## config.mk

```make
export PLATFORM = sky130hd
export DESIGN_NAME = dors_top
export DESIGN_NICKNAME = d
export VERILOG_FILES = /design/src/inc/dors_pkg.sv /design/src/inc/dors_link_if.sv /design/src/rtl/dors_wave.sv /design/src/rtl/dors_top.sv
export SDC_FILE = /design/constraint.sdc
export NUM_CORES = 1
export LEC_CHECK = 0
export BUFFER_PORTS_ARGS = -buffer_cell sky130_fd_sc_hd__buf_2
export CORE_AREA = 2 2 101 128
export CTS_CLUSTER_SIZE = 30
export DETAILED_ROUTE_END_ITERATION = 6
export DIE_AREA = 0 0 103 130
export PLACE_DENSITY = 0.79
export SLEW_MARGIN = 10
export SYNTH_ARGS = -nofsm -noshare
export SYNTH_HDL_FRONTEND = slang
export SYNTH_SLANG_ARGS = --single-unit
```

## constraint.sdc

```tcl
create_clock -name ref_clk -period 5.9 [get_ports ref_clk]
set_input_delay 0.59 -clock ref_clk [delete_from_list [all_inputs] [get_ports ref_clk]]
set_output_delay 0.59 -clock ref_clk [all_outputs]
set_load 0.03 [all_outputs]
```

## src/inc/dors_pkg.sv

```systemverilog
/*
  constants for the dds register select and output block.
  assumes a single master clock domain; words arrive already deframed.
*/
package dors_pkg;
  localparam int FREQ_W = 28;
  localparam int FREQ_HALF_W = 14;
  localparam int PHASE_W = 12;
  localparam int DAC_W = 10;
  localparam int DAC_MSB = DAC_W - 1;
  localparam int WORD_W = 16;
  localparam int CTRL_W = 14;
  localparam int LUT_IDX_W = 4;
  localparam int LUT_AMP_W = 9;
  // word address field and decode
  localparam int ADDR_HI = 15;
  localparam int ADDR_LO = 14;
  localparam logic [1:0] ADDR_CONTROL = 2'h0;
  localparam logic [1:0] ADDR_FREQ_A = 2'h1;
  localparam logic [1:0] ADDR_FREQ_B = 2'h2;
  localparam logic [1:0] ADDR_PHASE = 2'h3;
  localparam int PHASE_TARGET_BIT = 13;
  // control word field positions
  localparam int FULL_WORD_BIT = 13;
  localparam int HIGH_HALF_BIT = 12;
  localparam int FREQ_CHOICE_BIT = 11;
  localparam int PHASE_CHOICE_BIT = 10;
  localparam int CTRL_SOURCE_BIT = 9;
  localparam int OUT_PIN_EN_BIT = 5;
  localparam int CMP_MSB_SEL_BIT = 4;
  localparam int HALVE_BYPASS_BIT = 3;
  localparam int WAVE_MODE_BIT = 1;
  localparam logic [CTRL_W-1:0] CTRL_RESET = 14'h0000;
  localparam logic [FREQ_W-1:0] FREQ_RESET = 28'h0000000;
  localparam logic [PHASE_W-1:0] PHASE_RESET = 12'h000;
  localparam logic [DAC_W-1:0] DAC_MID = 10'h200;

  // quarter-wave sine amplitude, sampled at bin centres
  function automatic logic [LUT_AMP_W-1:0] sine_quarter(input logic [LUT_IDX_W-1:0] idx);
    logic [LUT_AMP_W-1:0] amp;
    amp = 9'h000;
    unique case (idx)
      4'h0: amp = 9'h019;
      4'h1: amp = 9'h04B;
      4'h2: amp = 9'h07C;
      4'h3: amp = 9'h0AC;
      4'h4: amp = 9'h0DA;
      4'h5: amp = 9'h107;
      4'h6: amp = 9'h130;
      4'h7: amp = 9'h157;
      4'h8: amp = 9'h17B;
      4'h9: amp = 9'h19A;
      4'hA: amp = 9'h1B6;
      4'hB: amp = 9'h1CE;
      4'hC: amp = 9'h1E1;
      4'hD: amp = 9'h1F0;
      4'hE: amp = 9'h1F9;
      4'hF: amp = 9'h1FE;
    endcase
    return amp;
  endfunction
endpackage

```

## src/inc/dors_link_if.sv

```systemverilog
/*
  carrier between the select logic and the waveform core.
  assumes both ends sit on the same master clock.
*/
`timescale 1ns/1ps
`default_nettype none
interface dors_link_if;
  logic [dors_pkg::FREQ_W-1:0] freqWord;
  logic [dors_pkg::PHASE_W-1:0] phaseWord;
  logic triangleMode;
  logic [dors_pkg::DAC_W-1:0] dacWord;
  modport core (
    input freqWord,
    input phaseWord,
    input triangleMode,
    output dacWord
  );
  modport ctrl (
    output freqWord,
    output phaseWord,
    output triangleMode,
    input dacWord
  );
endinterface
`default_nettype wire

```

## src/rtl/dors_wave.sv

```systemverilog
/*
  phase accumulator, phase offset add and waveform stage.
  assumes selected words come from the select logic on the same clock.
*/
`timescale 1ns/1ps
`default_nettype none
module dors_wave (
  input wire logic ref_clk,
  input wire logic srst,
  dors_link_if.core link
);
  // ==========================================================
  // accumulator and phase
  logic [dors_pkg::FREQ_W-1:0] phaseAcc;
  logic [dors_pkg::PHASE_W-1:0] phaseSum;
  logic [dors_pkg::LUT_IDX_W-1:0] lutIdx;
  logic [dors_pkg::LUT_AMP_W-1:0] lutAmp;
  logic [dors_pkg::DAC_W-1:0] sineVal;
  logic [dors_pkg::DAC_W-1:0] triVal;
  logic [dors_pkg::DAC_W-1:0] next_dacWord;

  always_ff @(posedge ref_clk) begin
    if (srst) begin
      phaseAcc <= dors_pkg::FREQ_RESET;
    end else begin
      phaseAcc <= phaseAcc + link.freqWord;
    end
  end

  assign phaseSum = phaseAcc[dors_pkg::FREQ_W-1 -: dors_pkg::PHASE_W] + link.phaseWord;

  // ==========================================================
  // waveform select
  // odd quadrants read the quarter table backwards
  assign lutIdx = phaseSum[dors_pkg::PHASE_W-2] ? ~phaseSum[dors_pkg::PHASE_W-3 -: dors_pkg::LUT_IDX_W]
                                                : phaseSum[dors_pkg::PHASE_W-3 -: dors_pkg::LUT_IDX_W];
  assign lutAmp = dors_pkg::sine_quarter(lutIdx);
  assign sineVal = phaseSum[dors_pkg::PHASE_W-1] ? dors_pkg::DAC_MID - 10'h001 - {1'b0, lutAmp}
                                                 : dors_pkg::DAC_MID + {1'b0, lutAmp};
  assign triVal = phaseSum[dors_pkg::PHASE_W-1] ? ~phaseSum[dors_pkg::PHASE_W-2:1]
                                                : phaseSum[dors_pkg::PHASE_W-2:1];
  assign next_dacWord = link.triangleMode ? triVal : sineVal;

  always_ff @(posedge ref_clk) begin
    if (srst) begin
      link.dacWord <= dors_pkg::DAC_MID;
    end else begin
      link.dacWord <= next_dacWord;
    end
  end
endmodule // dors_wave
`default_nettype wire

```

## src/rtl/dors_top.sv

```systemverilog
/*
  register file, register selection and square output path of a dds.
  assumes 16-bit words arrive deframed, one per wordValid pulse, on ref_clk;
  select pins and comparator are asynchronous.
*/
`timescale 1ns/1ps
`default_nettype none
module dors_top (
  input wire logic ref_clk,
  input wire logic srst,
  input wire logic [15:0] wordData,
  input wire logic wordValid,
  input wire logic frequencyChoicePin,
  input wire logic phaseChoicePin,
  input wire logic comparatorIn,
  output logic [9:0] dacData,
  output logic squareOut,
  output logic squareOutEnN
);
  // ==========================================================
  // declarations
  dors_link_if link ();

  logic [dors_pkg::CTRL_W-1:0] controlWord;
  logic [dors_pkg::FREQ_W-1:0] selected_frequency_value [2];
  logic [dors_pkg::PHASE_W-1:0] selected_phase_value [2];
  logic [1:0] pendingHigh;

  logic [1:0] wordAddr;
  logic writeCtrl;
  logic writePhase;
  logic [1:0] writeFreq;
  logic [1:0] loadHigh;
  logic phaseTarget;
  logic fullWord;
  logic highHalf;

  logic pinSource;
  logic useFreqB;
  logic usePhaseB;
  logic cmpSel;
  logic bypass;
  logic pinEnable;

  logic freqPinFall;
  logic freqPinSync;
  logic phasePinFall;
  logic phasePinSync;
  logic compMeta;
  logic compSync;

  logic chosenDigital;
  logic chosenPrev;
  logic halfToggle;
  logic next_squareOut;

  // ==========================================================
  // word decode
  assign wordAddr = wordData[dors_pkg::ADDR_HI:dors_pkg::ADDR_LO];
  assign writeCtrl = wordValid && (wordAddr == dors_pkg::ADDR_CONTROL);
  assign writeFreq[0] = wordValid && (wordAddr == dors_pkg::ADDR_FREQ_A);
  assign writeFreq[1] = wordValid && (wordAddr == dors_pkg::ADDR_FREQ_B);
  assign writePhase = wordValid && (wordAddr == dors_pkg::ADDR_PHASE);
  assign phaseTarget = wordData[dors_pkg::PHASE_TARGET_BIT];
  assign fullWord = controlWord[dors_pkg::FULL_WORD_BIT];
  assign highHalf = controlWord[dors_pkg::HIGH_HALF_BIT];
  // full-word mode alternates halves, low half first
  assign loadHigh = fullWord ? pendingHigh : {2{highHalf}};

  // ==========================================================
  // register file
  always_ff @(posedge ref_clk) begin
    if (srst) begin
      controlWord <= dors_pkg::CTRL_RESET;
    end else if (writeCtrl) begin
      controlWord <= wordData[dors_pkg::CTRL_W-1:0];
    end
  end

  always_ff @(posedge ref_clk) begin
    if (srst) begin
      pendingHigh <= 2'h0;
      for (int i = 0; i < 2; i++) begin
        selected_frequency_value[i] <= dors_pkg::FREQ_RESET;
        selected_phase_value[i] <= dors_pkg::PHASE_RESET;
      end
    end else begin
      for (int i = 0; i < 2; i++) begin
        if (writeFreq[i] && loadHigh[i]) begin
          selected_frequency_value[i][dors_pkg::FREQ_W-1 -: dors_pkg::FREQ_HALF_W] <= wordData[dors_pkg::FREQ_HALF_W-1:0];
        end
        if (writeFreq[i] && !loadHigh[i]) begin
          selected_frequency_value[i][dors_pkg::FREQ_HALF_W-1:0] <= wordData[dors_pkg::FREQ_HALF_W-1:0];
        end
        if (writePhase && (phaseTarget == i[0])) begin
          selected_phase_value[i] <= wordData[dors_pkg::PHASE_W-1:0];
        end
        if (writeCtrl) begin
          pendingHigh[i] <= 1'b0;
        end else if (writeFreq[i] && fullWord) begin
          pendingHigh[i] <= ~pendingHigh[i];
        end
      end
    end
  end

  // ==========================================================
  // pin sampling
  // pins are caught on the falling edge, then retimed to the rising edge
  always_ff @(negedge ref_clk) begin
    if (srst) begin
      freqPinFall <= 1'b0;
      phasePinFall <= 1'b0;
    end else begin
      freqPinFall <= frequencyChoicePin;
      phasePinFall <= phaseChoicePin;
    end
  end

  always_ff @(posedge ref_clk) begin
    if (srst) begin
      freqPinSync <= 1'b0;
      phasePinSync <= 1'b0;
      compMeta <= 1'b0;
      compSync <= 1'b0;
    end else begin
      freqPinSync <= freqPinFall;
      phasePinSync <= phasePinFall;
      compMeta <= comparatorIn;
      compSync <= compMeta;
    end
  end

  // ==========================================================
  // register selection
  assign pinSource = controlWord[dors_pkg::CTRL_SOURCE_BIT];
  assign useFreqB = pinSource ? freqPinSync : controlWord[dors_pkg::FREQ_CHOICE_BIT];
  assign usePhaseB = pinSource ? phasePinSync : controlWord[dors_pkg::PHASE_CHOICE_BIT];
  assign link.freqWord = useFreqB ? selected_frequency_value[1] : selected_frequency_value[0];
  assign link.phaseWord = usePhaseB ? selected_phase_value[1] : selected_phase_value[0];
  assign link.triangleMode = controlWord[dors_pkg::WAVE_MODE_BIT];

  dors_wave u_wave (
    .ref_clk(ref_clk),
    .srst(srst),
    .link(link)
  );

  assign dacData = link.dacWord;

  // ==========================================================
  // square output path
  assign cmpSel = controlWord[dors_pkg::CMP_MSB_SEL_BIT];
  assign bypass = controlWord[dors_pkg::HALVE_BYPASS_BIT];
  assign pinEnable = controlWord[dors_pkg::OUT_PIN_EN_BIT];
  assign chosenDigital = cmpSel ? compSync : link.dacWord[dors_pkg::DAC_MSB];
  assign next_squareOut = bypass ? chosenDigital : halfToggle;

  always_ff @(posedge ref_clk) begin
    if (srst) begin
      // idle level of the dac msb at reset, so no false edge follows reset
      chosenPrev <= dors_pkg::DAC_MID[dors_pkg::DAC_MSB];
      halfToggle <= 1'b0;
      squareOut <= 1'b0;
    end else begin
      chosenPrev <= chosenDigital;
      // one toggle per rising edge halves the frequency
      if (chosenDigital && !chosenPrev) begin
        halfToggle <= ~halfToggle;
      end
      squareOut <= next_squareOut;
    end
  end

  // enable low drives the pin
  assign squareOutEnN = !pinEnable;
endmodule // dors_top
`default_nettype wire

```

==> reports/qor.yml <==
place:
  portBuffers: 33
  gp_congestion: 1.01
  dp_hpwl_microns: 12700
setup_path:
  max_stage_delay_ns: 0.51
  worstPathArrival_ns: 4.97
  required_ns: 6.25
  crit_type: "flip-flop to flip-flop"
  crit_family: "multiplexers"
  end_kind: "flip-flop"
  cpMaxStageDelayCell: "or3_1"
  startpoint_type: "flip-flop"
  critical_path.max_fanout: 13
  cpMostUsedCell: "mux2i_1"
  timing.critical_path.cells: "mux2i_1 -> buf_4 -> mux2_2 -> fa_1 -> a211oi_1 -> o21a_1 -> nor3_1 -> or3_1 -> xnor2_1 -> inv_1 -> ha_1 -> nor3b_1 -> mux2i_1 -> o21ai_0 -> mux2i_1"
  path_buf_inv: 2
yosys:
  syn-num-nets: 744
  synth_edf_count: 80
  synth_area_sq_um: 7420
  synth_cell_types: 65
  netlist.area_leader.share: 0.324
  yosysTopAreaCell: "edfxtp_1"
  synth_area_leaders: "edfxtp_1 (32%), dfxtp_1 (16%), ha_1 (6.9%)"
  yosysMostFrequentCell: "edfxtp_1"
  synth_seq_cells: 138
  ys_warn_count: 0
  ys_seq_area_frac: 0.480
  synthCells: 679
  synth_common_cells: "edfxtp_1 (80), nor2_1 (59), dfxtp_1 (58)"
  synthArstFlopShare: 0
  synth_ff_type: "edfxtp_1"
  avgSynthCellArea_sq_um: 10.9
cts:
  clockBufferDepth: 2
  cts_setup_buffers: 0
  cts_buffers: 17
  postCtsHoldBufs: 0
  cts_tree: "built"
  cts_sinks: 138
  root_buffer: "clkbuf_16"
  htree_levels: 4
  clkTransAtPathRegs_ns: 0.06
  worstSkewPairLatency_ns: 0.44
  ctsResizeCount: 0
final_layout:
  drive_gt1_frac: 0.173
  area_delta_synth_final_pct: 12.8
  final_util: 0.680
  finalNetCount: 781
  fillerInstances: 928
  antenna-diode-count: 0
sta:
  fin_crit_ns: 4.62
  grt_setup_unrepaired: "no"
  final.period_utilization: 0.784
  setup_tns_ns: 0
  max_freq_ghz: 0.216
  hold_viol: 0
  worst_pin_slew_ns: 1.14
  relSlewSlack: 0.235
  maxSlewViolCount: 0
  fin_skew_ns: 0.0283
  finalSetupViolations: 0
power_and_ir_drop:
  p_leak_uw: 0.00352
  seq_power_share: 0.308
  p_sw_frac: 0.376
  pwr-share-comb: 0.424
  ir_drop_uv: 278
  clkPwrFrac: 0.269
  netSwitchingPower_uw: 1470
  power_density_nw_per_um2: 468
  internal-power_uw: 2440
global_routing:
  grt_max_degree: 36
  grt_use_total: 0.273
  grt_pass1_vias: 5273
  grt_pass1_wl_microns: 27200
  antenna_found_initial: 0
  grt_overflow: 0
die:
  die_area_sq_um: 13400
  coreArea_sq_um: 12300
  die_y_microns: 130
  core.rowCount: 46
  start_util: 0.603
  ios: 34
  die_w_microns: 103
route:
  drc: 0
  vias_per_cell: 5.98
  vias: 5365
  antenna_left: 0
  drt_pass1_iterations: 5
  routed_wl_microns: 17500
  routedWlPerCell_microns: 19.5
  drt-initial-drc-count: 406
worst_hold_path:
  min_path_type: "input port to flip-flop"
outcome:
  status: "finished clean"
job:
  cap_violations: 0
[cell type report]
| type | instances | area (sq um) | area share |
|---|---|---|---|
| multi-input combinational | 494 | 3690 | 0.441 |
| sequential | 138 | 3560 | 0.426 |
| clock buffer | 20 | 468 | 0.0559 |
| timing repair buffer | 40 | 218 | 0.0260 |
| tap | 168 | 210 | 0.0251 |
| clock inverter | 14 | 133 | 0.0158 |
| inverter | 23 | 86.3 | 0.0103 |
[power by group through the flow]
stage	Sequential [uW]	Combinational, uW	Clock (uW)
floorplan	1260	1230	3.18
global placement	1220	1610	3.18
detailed placement	1220	1630	3.18
CTS	1210	1650	1060
global route	1210	1810	1100
finish	1210	1660	1050
[per-layer routing]
layer  GRT usage  up-vias  part of all wire
met5           0        -                 0
met4       0.122        0             0.034
met3      0.0541       43             0.046
met2       0.499      172              0.56
met1       0.303     2596              0.36
li1            -     2554                 -
[worst register-to-register path, delay by kind of cell (launching register included)]
kind | cells | cell delay [ns]
buf+inv | 2 | 0.35
fa+ha+maj | 2 | 0.70
simple gates | 3 | 0.89
xor+xnor | 1 | 0.31
flops | 1 | 0.43
mux | 4 | 0.95
compound gates | 3 | 0.92
[cell families (layout without fill, tap and decap cells)]
family | Yosys count | after routing | synth area share
AOI/OAI and AO/OA | 144 | 144 | 0.135
adders and majority gates | 43 | 43 | 0.0745
DFF | 138 | 138 | 0.480
buffers and inverters | 47 | 97 | 0.0246
muxes | 70 | 70 | 0.102
xor gates and xnor gates | 38 | 38 | 0.0469
and+or+nand+nor | 199 | 199 | 0.137
[through the flow]
step | worst slack [ns] | cell area [sq um] | total power, uW | std cells | hold WS [ns]
2_1_floorplan | 1.43 | 7420 | 2490 | 679 | 0.414
3_3_place_gp | 1.34 | 7780 | 2830 | 864 | 0.418
5_1_grt | 0.892 | 8370 | 4130 | 897 | 0.400
6_report | 1.28 | 8370 | 3920 | 897 | 0.400
3_5_place_dp | 1.30 | 7780 | 2860 | 864 | 0.440
4_1_cts | 1.26 | 8370 | 3920 | 897 | 0.397
[state kept, by name (all words and copies together), names as in the netlist, 2 cells and up]
name                      count
pendingHigh                   2
u_wave.phaseAcc              28
controlWord                   9
selected_frequency_value     56
selected_phase_value         24
u_wave.link.dacWord          10
[worst paths after layout]
kind / startpoint / end / slack [ns] / cells after the start
max: controlWord[9]$_SDFFE_PP0P_ / u_wave.link.dacWord[5]$_SDFF_PP0_ / 1.28 / 15
min: comparatorIn / compMeta$_SDFF_PP0_ / 0.40 / 2
max reg2reg: controlWord[9]$_SDFFE_PP0P_ / u_wave.link.dacWord[5]$_SDFF_PP0_ / 1.28 / 15
min reg2reg: compMeta$_SDFF_PP0_ / compSync$_SDFF_PP0_ / 0.45 / 1
[cell usage in the layout (no fill, tap or decap), types with 7 or more instances in the layout]
cell type,synthesis,final
o21bai_1,7,7
a21oi_1,28,28
nand2b_1,8,8
buf_2,1,33
inv_1,24,25
ha_1,41,41
clkbuf_16,0,18
dfxtp_1,58,58
mux2i_1,28,27
a21o_1,20,20
nand2_1,28,28
o21ai_0,27,26
xnor2_1,20,20
nor2b_1,16,16
and2_1,46,46
mux2_2,41,41
nor3_1,10,10
xor2_1,16,16
buf_4,1,7
nand3_1,10,10
nor2_1,59,59
edfxtp_1,80,80
Power figures use the tool's default switching activity.
